### config.mk
export PLATFORM = sky130hd
export DESIGN_NAME = field_access_regs_flat
export DESIGN_NICKNAME = d
export VERILOG_FILES = /design/src/design/field_access_pkg.sv /design/src/design/reg_bus_if.sv /design/src/design/field_access_regs.sv /design/src/flat_wrapper.sv
export VERILOG_INCLUDE_DIRS = /design/src /design/src/design
export SDC_FILE = /design/constraint.sdc
export NUM_CORES = 1
export LEC_CHECK = 0
export ABC_AREA = 1
export BUFFER_PORTS_ARGS = -buffer_cell sky130_fd_sc_hd__buf_2
export CORE_MARGIN = 2
export CORE_UTILIZATION = 53
export DETAILED_ROUTE_END_ITERATION = 10
export PLACE_DENSITY = 0.8
export SYNTH_ARGS = -nofsm -noshare
export SYNTH_HDL_FRONTEND = slang
export SYNTH_SLANG_ARGS = --single-unit
### constraint.sdc
create_clock -name clk -period 7.55 [get_ports clk]
set_clock_uncertainty 0.2 [all_clocks]
set_input_delay 0.3775 -clock clk [delete_from_list [all_inputs] [get_ports clk]]
set_output_delay 0.3775 -clock clk [all_outputs]
set_load 0.05 [all_outputs]
### src/design/field_access_defs.svh
// Register offsets, reset values and fixed read values of the field access library
`ifndef FIELD_ACCESS_DEFS_SVH
`define FIELD_ACCESS_DEFS_SVH

// ****************************************************************
// Bus geometry
// ****************************************************************
`define FA_ADDR_W      5
`define FA_DATA_W      8

// ****************************************************************
// Field offsets
// ****************************************************************
`define FA_OFS_RW      5'h00
`define FA_OFS_RWV     5'h01
`define FA_OFS_R       5'h02
`define FA_OFS_RV      5'h03
`define FA_OFS_W       5'h04
`define FA_OFS_WV      5'h05
`define FA_OFS_RWH     5'h06
`define FA_OFS_LHSC    5'h07
`define FA_OFS_LLSC    5'h08
`define FA_OFS_LHMK    5'h09
`define FA_OFS_LLMK    5'h0a
`define FA_OFS_IHSC    5'h0b
`define FA_OFS_ILSC    5'h0c
`define FA_OFS_IHMK    5'h0d
`define FA_OFS_ILMK    5'h0e
`define FA_OFS_IEN     5'h0f
`define FA_OFS_LOR     5'h10
`define FA_OFS_RWSC    5'h11

// ****************************************************************
// Reset and constant values
// ****************************************************************
`define FA_RST_VAL     8'h00
`define FA_W_READ_VAL  8'h00
`define FA_UNMAPPED    8'h00

`endif

### src/design/field_access_pkg.sv
// Types shared by both ends of the field access register bus
`default_nettype none

package field_access_pkg;

  // Host sequencer: Gray codes along idle -> issue -> wait
  typedef enum logic [1:0] {
    HOST_IDLE  = 2'b00,
    HOST_ISSUE = 2'b01,
    HOST_WAIT  = 2'b11
  } host_state_t;

endpackage : field_access_pkg

`default_nettype wire

### src/design/reg_bus_if.sv
// Register bus joining the host end and the field access register file
`default_nettype none

interface reg_bus_if #(
  parameter int ADDR_W = 5,
  parameter int DATA_W = 8
);
  logic              wr_en;
  logic              rd_en;
  logic [ADDR_W-1:0] addr;
  logic [DATA_W-1:0] wdata;
  logic [DATA_W-1:0] rdata;
  logic              rvalid;

  modport device (input wr_en, input rd_en, input addr, input wdata, output rdata, output rvalid);
  modport host   (output wr_en, output rd_en, output addr, output wdata, input rdata, input rvalid);
endinterface : reg_bus_if

`default_nettype wire

### src/design/field_access_regs.sv
// Register file holding one field of every access type, device end of the bus
//
// Summary of operation
// - Read/write field holds, returns, drives value.
// - Virtual read/write passes through to hardware storage.
// - Read field registers hardware value; writes ignored.
// - Virtual read returns hardware value; writes ignored.
// - Write field strobes hardware; reads return constant.
// - Virtual write forwards writes to hardware storage.
// - Hardware and software both update; hardware wins.
// - Latch high level, clear on read.
// - Latch low level, clear on read.
// - Latch high level, ones written clear bits.
// - Latch low level, ones written clear bits.
// - Rising edge sets, clear on read.
// - Falling edge sets, clear on read.
// - High-to-low edge sets, ones mask clears.
// - Low-to-high edge sets, ones mask clears.
// - Enable field gates interrupt sources onto output.
// - Value captured first clock after reset release.
// - Self-clearing write gives one-cycle strobe.
// - Self-clearing field holds until hardware clears.
`default_nettype none
`include "field_access_defs.svh"

module field_access_regs
  import field_access_pkg::*;
#(
  parameter int DATA_W = `FA_DATA_W
) (
  // Clock and reset
  input  wire logic              clk,
  input  wire logic              sys_rst,
  // Register bus
  reg_bus_if.device              bus,
  // Plain and virtual read/write fields
  output logic      [DATA_W-1:0] ctrl_out,
  input  wire logic [DATA_W-1:0] vrw_rdata,
  output logic                   vrw_wr,
  output logic      [DATA_W-1:0] vrw_wdata,
  // Read fields
  input  wire logic [DATA_W-1:0] status_in,
  input  wire logic [DATA_W-1:0] vr_data,
  // Write fields
  output logic                   act_wr,
  output logic      [DATA_W-1:0] act_data,
  output logic                   vw_wr,
  output logic      [DATA_W-1:0] vw_wdata,
  // Shared field
  input  wire logic              rwh_hw_load,
  input  wire logic [DATA_W-1:0] rwh_hw_data,
  output logic      [DATA_W-1:0] rwh_out,
  // Latch and edge sources
  input  wire logic [DATA_W-1:0] lhsc_in,
  input  wire logic [DATA_W-1:0] llsc_in,
  input  wire logic [DATA_W-1:0] lhmk_in,
  input  wire logic [DATA_W-1:0] llmk_in,
  input  wire logic [DATA_W-1:0] ihsc_in,
  input  wire logic [DATA_W-1:0] ilsc_in,
  input  wire logic [DATA_W-1:0] ihmk_in,
  input  wire logic [DATA_W-1:0] ilmk_in,
  output logic                   irq,
  // Latch on reset field
  input  wire logic [DATA_W-1:0] lor_in,
  output logic      [DATA_W-1:0] lor_out,
  // Self-clearing field
  input  wire logic [DATA_W-1:0] rwsc_clr,
  output logic      [DATA_W-1:0] rwsc_strobe,
  output logic      [DATA_W-1:0] rwsc_out
);

  // ****************************************************************
  // Storage
  // ****************************************************************
  logic [DATA_W-1:0] ctrl_reg, status_reg, rwh_reg, ien_reg, lor_reg, rwsc_reg;
  logic [DATA_W-1:0] vrw_wdata_reg, act_data_reg, vw_wdata_reg, rwsc_strobe_reg;
  logic              vrw_wr_reg, act_wr_reg, vw_wr_reg, irq_reg, lor_done_reg;
  logic [DATA_W-1:0] lhsc_reg, llsc_reg, lhmk_reg, llmk_reg;
  logic [DATA_W-1:0] ihsc_reg, ilsc_reg, ihmk_reg, ilmk_reg;
  logic [DATA_W-1:0] ihsc_prev_reg, ilsc_prev_reg, ihmk_prev_reg, ilmk_prev_reg;
  logic [DATA_W-1:0] rdata_reg, rd_mux;
  logic              rvalid_reg;

  // ****************************************************************
  // Access decode
  // ****************************************************************
  function automatic logic wr_hit(input logic [`FA_ADDR_W-1:0] ofs);
    wr_hit = bus.wr_en && (bus.addr == ofs);
  endfunction : wr_hit

  function automatic logic rd_hit(input logic [`FA_ADDR_W-1:0] ofs);
    rd_hit = bus.rd_en && (bus.addr == ofs);
  endfunction : rd_hit

  // Ones written to a mask-clearing field, zero when it is not addressed
  function automatic logic [DATA_W-1:0] wr_mask(input logic [`FA_ADDR_W-1:0] ofs);
    wr_mask = wr_hit(ofs) ? bus.wdata : '0;
  endfunction : wr_mask

  function automatic logic [DATA_W-1:0] rd_mask(input logic [`FA_ADDR_W-1:0] ofs);
    rd_mask = {DATA_W{rd_hit(ofs)}};
  endfunction : rd_mask

  // ****************************************************************
  // Basic access types
  // ****************************************************************
  always_ff @(posedge clk or posedge sys_rst) begin
    if (sys_rst) begin
      ctrl_reg <= `FA_RST_VAL;
    end else if (wr_hit(`FA_OFS_RW)) begin
      ctrl_reg <= bus.wdata;
    end
  end

  // Storage of the virtual fields lives in the attached hardware
  always_ff @(posedge clk or posedge sys_rst) begin
    if (sys_rst) begin
      vrw_wr_reg    <= 1'b0;
      vrw_wdata_reg <= `FA_RST_VAL;
      act_wr_reg    <= 1'b0;
      act_data_reg  <= `FA_RST_VAL;
      vw_wr_reg     <= 1'b0;
      vw_wdata_reg  <= `FA_RST_VAL;
    end else begin
      vrw_wr_reg <= wr_hit(`FA_OFS_RWV);
      act_wr_reg <= wr_hit(`FA_OFS_W);
      vw_wr_reg  <= wr_hit(`FA_OFS_WV);
      if (wr_hit(`FA_OFS_RWV)) begin
        vrw_wdata_reg <= bus.wdata;
      end
      if (wr_hit(`FA_OFS_W)) begin
        act_data_reg <= bus.wdata;
      end
      if (wr_hit(`FA_OFS_WV)) begin
        vw_wdata_reg <= bus.wdata;
      end
    end
  end

  // Writes to the read field are simply never decoded
  always_ff @(posedge clk or posedge sys_rst) begin
    if (sys_rst) begin
      status_reg <= `FA_RST_VAL;
    end else begin
      status_reg <= status_in;
    end
  end

  always_ff @(posedge clk or posedge sys_rst) begin
    if (sys_rst) begin
      rwh_reg <= `FA_RST_VAL;
    end else if (rwh_hw_load) begin
      rwh_reg <= rwh_hw_data;
    end else if (wr_hit(`FA_OFS_RWH)) begin
      rwh_reg <= bus.wdata;
    end
  end

  // ****************************************************************
  // Latch fields: set term is ORed last so a set beats a clear
  // ****************************************************************
  always_ff @(posedge clk or posedge sys_rst) begin
    if (sys_rst) begin
      lhsc_reg <= '0;
      llsc_reg <= '0;
      lhmk_reg <= '0;
      llmk_reg <= '0;
    end else begin
      lhsc_reg <= (lhsc_reg & ~rd_mask(`FA_OFS_LHSC)) | lhsc_in;
      llsc_reg <= (llsc_reg & ~rd_mask(`FA_OFS_LLSC)) | ~llsc_in;
      lhmk_reg <= (lhmk_reg & ~wr_mask(`FA_OFS_LHMK)) | lhmk_in;
      llmk_reg <= (llmk_reg & ~wr_mask(`FA_OFS_LLMK)) | ~llmk_in;
    end
  end

  // ****************************************************************
  // Edge fields
  // ****************************************************************
  always_ff @(posedge clk or posedge sys_rst) begin
    if (sys_rst) begin
      ihsc_prev_reg <= '0;
      ilsc_prev_reg <= '0;
      ihmk_prev_reg <= '0;
      ilmk_prev_reg <= '0;
    end else begin
      ihsc_prev_reg <= ihsc_in;
      ilsc_prev_reg <= ilsc_in;
      ihmk_prev_reg <= ihmk_in;
      ilmk_prev_reg <= ilmk_in;
    end
  end

  always_ff @(posedge clk or posedge sys_rst) begin
    if (sys_rst) begin
      ihsc_reg <= '0;
      ilsc_reg <= '0;
      ihmk_reg <= '0;
      ilmk_reg <= '0;
    end else begin
      ihsc_reg <= (ihsc_reg & ~rd_mask(`FA_OFS_IHSC)) | (ihsc_in & ~ihsc_prev_reg);
      ilsc_reg <= (ilsc_reg & ~rd_mask(`FA_OFS_ILSC)) | (~ilsc_in & ilsc_prev_reg);
      ihmk_reg <= (ihmk_reg & ~wr_mask(`FA_OFS_IHMK)) | (~ihmk_in & ihmk_prev_reg);
      ilmk_reg <= (ilmk_reg & ~wr_mask(`FA_OFS_ILMK)) | (ilmk_in & ~ilmk_prev_reg);
    end
  end

  // ****************************************************************
  // Interrupt enable
  // ****************************************************************
  always_ff @(posedge clk or posedge sys_rst) begin
    if (sys_rst) begin
      ien_reg <= `FA_RST_VAL;
      irq_reg <= 1'b0;
    end else begin
      if (wr_hit(`FA_OFS_IEN)) begin
        ien_reg <= bus.wdata;
      end
      irq_reg <= |(ien_reg & (ihsc_reg | ilsc_reg | ihmk_reg | ilmk_reg));
    end
  end

  // ****************************************************************
  // Latch on reset and self-clearing fields
  // ****************************************************************
  // Reset loads constants only; the strap is sampled by the first edge after release
  always_ff @(posedge clk or posedge sys_rst) begin
    if (sys_rst) begin
      lor_reg      <= `FA_RST_VAL;
      lor_done_reg <= 1'b0;
    end else if (!lor_done_reg) begin
      lor_reg      <= lor_in;
      lor_done_reg <= 1'b1;
    end else if (wr_hit(`FA_OFS_LOR)) begin
      lor_reg <= bus.wdata;
    end
  end

  // A software write beats a hardware clear landing in the same cycle
  always_ff @(posedge clk or posedge sys_rst) begin
    if (sys_rst) begin
      rwsc_reg        <= `FA_RST_VAL;
      rwsc_strobe_reg <= '0;
    end else begin
      rwsc_strobe_reg <= wr_mask(`FA_OFS_RWSC);
      if (wr_hit(`FA_OFS_RWSC)) begin
        rwsc_reg <= bus.wdata;
      end else begin
        rwsc_reg <= rwsc_reg & ~rwsc_clr;
      end
    end
  end

  // ****************************************************************
  // Read path
  // ****************************************************************
  always_comb begin
    unique case (bus.addr)
      `FA_OFS_RW:   rd_mux = ctrl_reg;
      `FA_OFS_RWV:  rd_mux = vrw_rdata;
      `FA_OFS_R:    rd_mux = status_reg;
      `FA_OFS_RV:   rd_mux = vr_data;
      `FA_OFS_W:    rd_mux = `FA_W_READ_VAL;
      `FA_OFS_WV:   rd_mux = `FA_W_READ_VAL;
      `FA_OFS_RWH:  rd_mux = rwh_reg;
      `FA_OFS_LHSC: rd_mux = lhsc_reg;
      `FA_OFS_LLSC: rd_mux = llsc_reg;
      `FA_OFS_LHMK: rd_mux = lhmk_reg;
      `FA_OFS_LLMK: rd_mux = llmk_reg;
      `FA_OFS_IHSC: rd_mux = ihsc_reg;
      `FA_OFS_ILSC: rd_mux = ilsc_reg;
      `FA_OFS_IHMK: rd_mux = ihmk_reg;
      `FA_OFS_ILMK: rd_mux = ilmk_reg;
      `FA_OFS_IEN:  rd_mux = ien_reg;
      `FA_OFS_LOR:  rd_mux = lor_reg;
      `FA_OFS_RWSC: rd_mux = rwsc_reg;
      default:      rd_mux = `FA_UNMAPPED;
    endcase
  end

  always_ff @(posedge clk or posedge sys_rst) begin
    if (sys_rst) begin
      rdata_reg  <= '0;
      rvalid_reg <= 1'b0;
    end else begin
      rvalid_reg <= bus.rd_en;
      if (bus.rd_en) begin
        rdata_reg <= rd_mux;
      end
    end
  end

  // ****************************************************************
  // Outputs
  // ****************************************************************
  assign bus.rdata   = rdata_reg;
  assign bus.rvalid  = rvalid_reg;
  assign ctrl_out    = ctrl_reg;
  assign vrw_wr      = vrw_wr_reg;
  assign vrw_wdata   = vrw_wdata_reg;
  assign act_wr      = act_wr_reg;
  assign act_data    = act_data_reg;
  assign vw_wr       = vw_wr_reg;
  assign vw_wdata    = vw_wdata_reg;
  assign rwh_out     = rwh_reg;
  assign irq         = irq_reg;
  assign lor_out     = lor_reg;
  assign rwsc_strobe = rwsc_strobe_reg;
  assign rwsc_out    = rwsc_reg;

endmodule : field_access_regs

`default_nettype wire

### src/flat_wrapper.sv
// flat-port wrapper written by rule: the top's interface ports become plain ports
module field_access_regs_flat import field_access_pkg::*;
#(
  parameter int DATA_W = `FA_DATA_W
)
  (clk, sys_rst, ctrl_out, vrw_rdata, vrw_wr, vrw_wdata, status_in, vr_data, act_wr, act_data, vw_wr, vw_wdata, rwh_hw_load, rwh_hw_data, rwh_out, lhsc_in, llsc_in, lhmk_in, llmk_in, ihsc_in, ilsc_in, ihmk_in, ilmk_in, irq, lor_in, lor_out, rwsc_clr, rwsc_strobe, rwsc_out, bus_wr_en, bus_rd_en, bus_addr, bus_wdata, bus_rdata, bus_rvalid);
  reg_bus_if #(.ADDR_W(5), .DATA_W(DATA_W)) bus_i ();
  input  wire logic clk;
  input  wire logic sys_rst;
  output logic      [DATA_W-1:0] ctrl_out;
  input  wire logic [DATA_W-1:0] vrw_rdata;
  output logic vrw_wr;
  output logic      [DATA_W-1:0] vrw_wdata;
  input  wire logic [DATA_W-1:0] status_in;
  input  wire logic [DATA_W-1:0] vr_data;
  output logic act_wr;
  output logic      [DATA_W-1:0] act_data;
  output logic vw_wr;
  output logic      [DATA_W-1:0] vw_wdata;
  input  wire logic rwh_hw_load;
  input  wire logic [DATA_W-1:0] rwh_hw_data;
  output logic      [DATA_W-1:0] rwh_out;
  input  wire logic [DATA_W-1:0] lhsc_in;
  input  wire logic [DATA_W-1:0] llsc_in;
  input  wire logic [DATA_W-1:0] lhmk_in;
  input  wire logic [DATA_W-1:0] llmk_in;
  input  wire logic [DATA_W-1:0] ihsc_in;
  input  wire logic [DATA_W-1:0] ilsc_in;
  input  wire logic [DATA_W-1:0] ihmk_in;
  input  wire logic [DATA_W-1:0] ilmk_in;
  output logic irq;
  input  wire logic [DATA_W-1:0] lor_in;
  output logic      [DATA_W-1:0] lor_out;
  input  wire logic [DATA_W-1:0] rwsc_clr;
  output logic      [DATA_W-1:0] rwsc_strobe;
  output logic      [DATA_W-1:0] rwsc_out;
  input wire logic [$bits(bus_i.wr_en)-1:0] bus_wr_en;
  input wire logic [$bits(bus_i.rd_en)-1:0] bus_rd_en;
  input wire logic [$bits(bus_i.addr)-1:0] bus_addr;
  input wire logic [$bits(bus_i.wdata)-1:0] bus_wdata;
  output wire logic [$bits(bus_i.rdata)-1:0] bus_rdata;
  output wire logic [$bits(bus_i.rvalid)-1:0] bus_rvalid;
  assign bus_i.wr_en = bus_wr_en;
  assign bus_i.rd_en = bus_rd_en;
  assign bus_i.addr = bus_addr;
  assign bus_i.wdata = bus_wdata;
  assign bus_rdata = bus_i.rdata;
  assign bus_rvalid = bus_i.rvalid;
  field_access_regs #(.DATA_W(DATA_W)) u_core (.clk(clk), .sys_rst(sys_rst), .bus(bus_i), .ctrl_out(ctrl_out), .vrw_rdata(vrw_rdata), .vrw_wr(vrw_wr), .vrw_wdata(vrw_wdata), .status_in(status_in), .vr_data(vr_data), .act_wr(act_wr), .act_data(act_data), .vw_wr(vw_wr), .vw_wdata(vw_wdata), .rwh_hw_load(rwh_hw_load), .rwh_hw_data(rwh_hw_data), .rwh_out(rwh_out), .lhsc_in(lhsc_in), .llsc_in(llsc_in), .lhmk_in(lhmk_in), .llmk_in(llmk_in), .ihsc_in(ihsc_in), .ilsc_in(ilsc_in), .ihmk_in(ihmk_in), .ilmk_in(ilmk_in), .irq(irq), .lor_in(lor_in), .lor_out(lor_out), .rwsc_clr(rwsc_clr), .rwsc_strobe(rwsc_strobe), .rwsc_out(rwsc_out));
endmodule
==> flow_metrics.env <==
export IMPL_status="complete, no violations"
export IMPL_clk_path_buf_depth=2
export IMPL_cts_htree_levels=4
export IMPL_rsz0062_at_grt="no"
export IMPL_start_kind="primary input"
export IMPL_avgSynthCellArea_sq_um=8.620
export IMPL_detail_route_antenna_nets=0
export IMPL_r2r_setup_slack_ns=5.89
export IMPL_grt_usage_pct=32.21
export IMPL_ys_seq_area_share_pct=57.22
export IMPL_fill_cells=1178
export IMPL_synth_top_area_share_pct=57.22
export IMPL_wl_um=26160
export IMPL_max_freq_mhz=352.7
export IMPL_cts_tree="built"
export IMPL_yosys_cell_types_count=28
export IMPL_fp_dieW_um=129.2
export IMPL_multiInputGateArea_sq_mm=0.002783
export IMPL_cpPeakStageDelay_ns=1.03
export IMPL_post_dp_hpwl_um=16930
export IMPL_insertion_delay_ns=0.44
export IMPL_synth_top_cell_by_area="dfrtp_1"
export IMPL_layout_nets=1352
export IMPL_seq_area_sq_mm=0.004755
export IMPL_hold_class="in -> reg"
export IMPL_grt_ovfl_total=0
export IMPL_grt_pass1_wl_um=40250
export IMPL_crit_arrival_ns=2.91
export IMPL_worst_slew_pin_slew_ns=1.131
export IMPL_synth_ff_latch_count=190
export IMPL_cp_slowest_cell="clkinv_1"
export IMPL_via_per_inst=5.489
export IMPL_drive_gt1_share_pct=20.65
export IMPL_cts_resized=0
export IMPL_ff2ff_path_depth=3
export IMPL_maxCapViolCount=0
export IMPL_period_minus_slack_ns=2.835
export IMPL_period_share_pct=37.55
export IMPL_postSynthCellCount=964
export IMPL_firstDrtPassIters=6
export IMPL_drt_iter0_drc=895
export IMPL_slew_headroom_pct=24.13
export IMPL_cp_endpoint="u_core.ctrl_out[1]"
export IMPL_report_final_setup_viol=0
export IMPL_root_buffer="clkbuf_16"
export IMPL_io_pin_count=207
export IMPL_tns_ns=0
export IMPL_synth_area_leaders="dfrtp_1, nand2_1, inv_1"
export IMPL_path_max_fanout=42
export IMPL_area_growth_pct=29.54
export IMPL_placed_cell_area_sq_mm=0.009457
export IMPL_path_clk_slew_ns=0.07
export IMPL_cts_buffers_inserted=17
export IMPL_initial_core_util_pct=54.46
export IMPL_p_leak_nw=5.644
export IMPL_r2r_end="u_core.lor_out[0]"
export IMPL_row_count=45
export IMPL_end_kind="flop"
export IMPL_r2r_start="u_core.lor_done_reg"
export IMPL_total_power_mw=2.487
export IMPL_slew_viol_final=0
export IMPL_io_buffers=206
export IMPL_yosysWarnings=0
export IMPL_routabilityCongestion=0.9083
export IMPL_p_per_area_mw_per_mm2=231.0
export IMPL_grt_max_degree=82
export IMPL_drc=0
export IMPL_clock_sinks=190
export IMPL_syn_cell_area_sq_mm=0.008309
export IMPL_hold_viol=0
export IMPL_holdWs_ns=0.005198
export IMPL_wl_per_cell_um=18.08
export IMPL_vias=7943
export IMPL_die_area_sq_mm=0.01670
export IMPL_worstPathRequired_ns=7.63
export IMPL_path_cells="buf_2, clkinv_1, nand4_1, o21ai_0"
export IMPL_critical_path_startpoint="bus_addr[4]"
export IMPL_peakVddDrop_mv=0.2208
export IMPL_syn_nets=1094
export IMPL_final_area_sq_mm=0.01076
export IMPL_worstSetupPathType="in -> reg"
export IMPL_die_h_um=129.2
export IMPL_core_area_sq_mm=0.01526
export IMPL_antenna_found_initial=1
export IMPL_grt_pass1_vias=7729
[worst min path at each step]
| stage | from | end | slack, ns | depth (start not counted) |
|---|---|---|---|---|
| finish | rwsc_clr[2] | u_core.rwsc_out[2] | 0.005 | 3 |
| global route | rwsc_clr[3] | u_core.rwsc_out[3] | 0.01 | 3 |
| CTS | rwsc_clr[2] | u_core.rwsc_out[2] | 0.004 | 3 |
| detailed placement | u_core.ilmk_prev_reg[6] | u_core.ilmk_reg[6] | 0.21 | 1 |
| global placement | u_core.ilmk_prev_reg[6] | u_core.ilmk_reg[6] | 0.20 | 1 |
| floorplan | u_core.ilmk_prev_reg[0] | u_core.ilmk_reg[0] | 0.20 | 1 |
[logic make-up (layout without fill, tap and decap cells)]
logic type,Yosys count,in the layout,synth area share [%]
buffers and inverters,200,471,9.381
muxes,5,5,0.6023
and+or+nand+nor,406,406,22.15
DFF,190,190,57.22
other,1,2,0.04513
AOI/OAI and AO/OA,162,162,10.60
[metal layers]
metal,GRT usage [%],routed length (um),vias up
met5,0,0,-
met4,12.53,706,0
li1,-,-,3664
met2,50.74,12360,471
met3,7.597,2729,53
met1,43.79,10360,3755
[stage by stage]
step | cells | setup WS [ns] | util (%)
6_report | 1447 | 4.715 | 70.55
5_1_grt | 1447 | 4.462 | 70.55
4_1_cts | 1446 | 4.852 | 70.53
3_5_place_dp | 1339 | 4.403 | 61.98
3_3_place_gp | 1339 | 4.502 | 61.98
2_1_floorplan | 964 | 1.802 | -
[repair_timing]
item | 4_1_cts | 5_1_grt
buffers inserted | 0 | 0
hold endpoints to repair | 152 | 0
hold buffers | 75 | 0
[final cells by class]
type / instances / share of cell area, %
antenna: 1 / 0.02325
clock inverter: 12 / 0.9067
timing repair buffer: 288 / 17.04
clock buffer: 20 / 4.243
tap: 211 / 2.453
multi-input combinational: 574 / 25.85
sequential: 190 / 44.17
inverter: 151 / 5.312
[synthesized netlist by cell type]
cell type,count
nor4_1,2
o22ai_1,23
o21ai_0,108
nor2_1,41
buf_1,2
o21bai_1,8
nand3b_1,8
clkbuf_1,29
inv_1,148
a21oi_1,15
o41ai_1,1
nor3_1,6
clkbuf_2,1
nand2_1,201
o21ai_2,1
nand3_1,80
o31ai_1,3
dfrtp_1,190
conb_1,1
nor2_2,7
mux2i_1,5
buf_2,16
buf_6,1
clkinv_1,3
a31oi_1,1
nand4_1,60
a21boi_0,2
nor3_2,1
[critical path: cells and delay by family]
family / cells / cell delay, ns
buffers and inverters: 2 / 1.43
and+or+nand+nor: 1 / 0.90
AOI/OAI and AO/OA: 1 / 0.19
[power by group]
group / switching [mW] / leakage, nW / internal, mW
Sequential: 0.0545 / 2.13 / 1.09
Clock: 0.415 / 0.271 / 0.447
Combinational: 0.346 / 3.24 / 0.132
[cells in the final DEF (no fill, tap or decap), types with 3 or more instances in the layout]
cell	synthesis	final
buf_2	16	206
clkbuf_16	0	17
dlygate4sd3_1	0	75
o31ai_1	3	3
mux2i_1	5	5
dfrtp_1	190	190
nand3_1	80	80
nand3b_1	8	8
nand4_1	60	60
nor2_2	7	7
clkinv_1	3	3
o21ai_0	108	108
a21oi_1	15	15
o22ai_1	23	23
nor2_1	41	40
o21bai_1	8	8
nand2_1	201	201
buf_4	0	7
inv_1	148	147
nor3_1	6	6
inv_6	0	7
No activity file was read; power rests on OpenSTA's default activity.
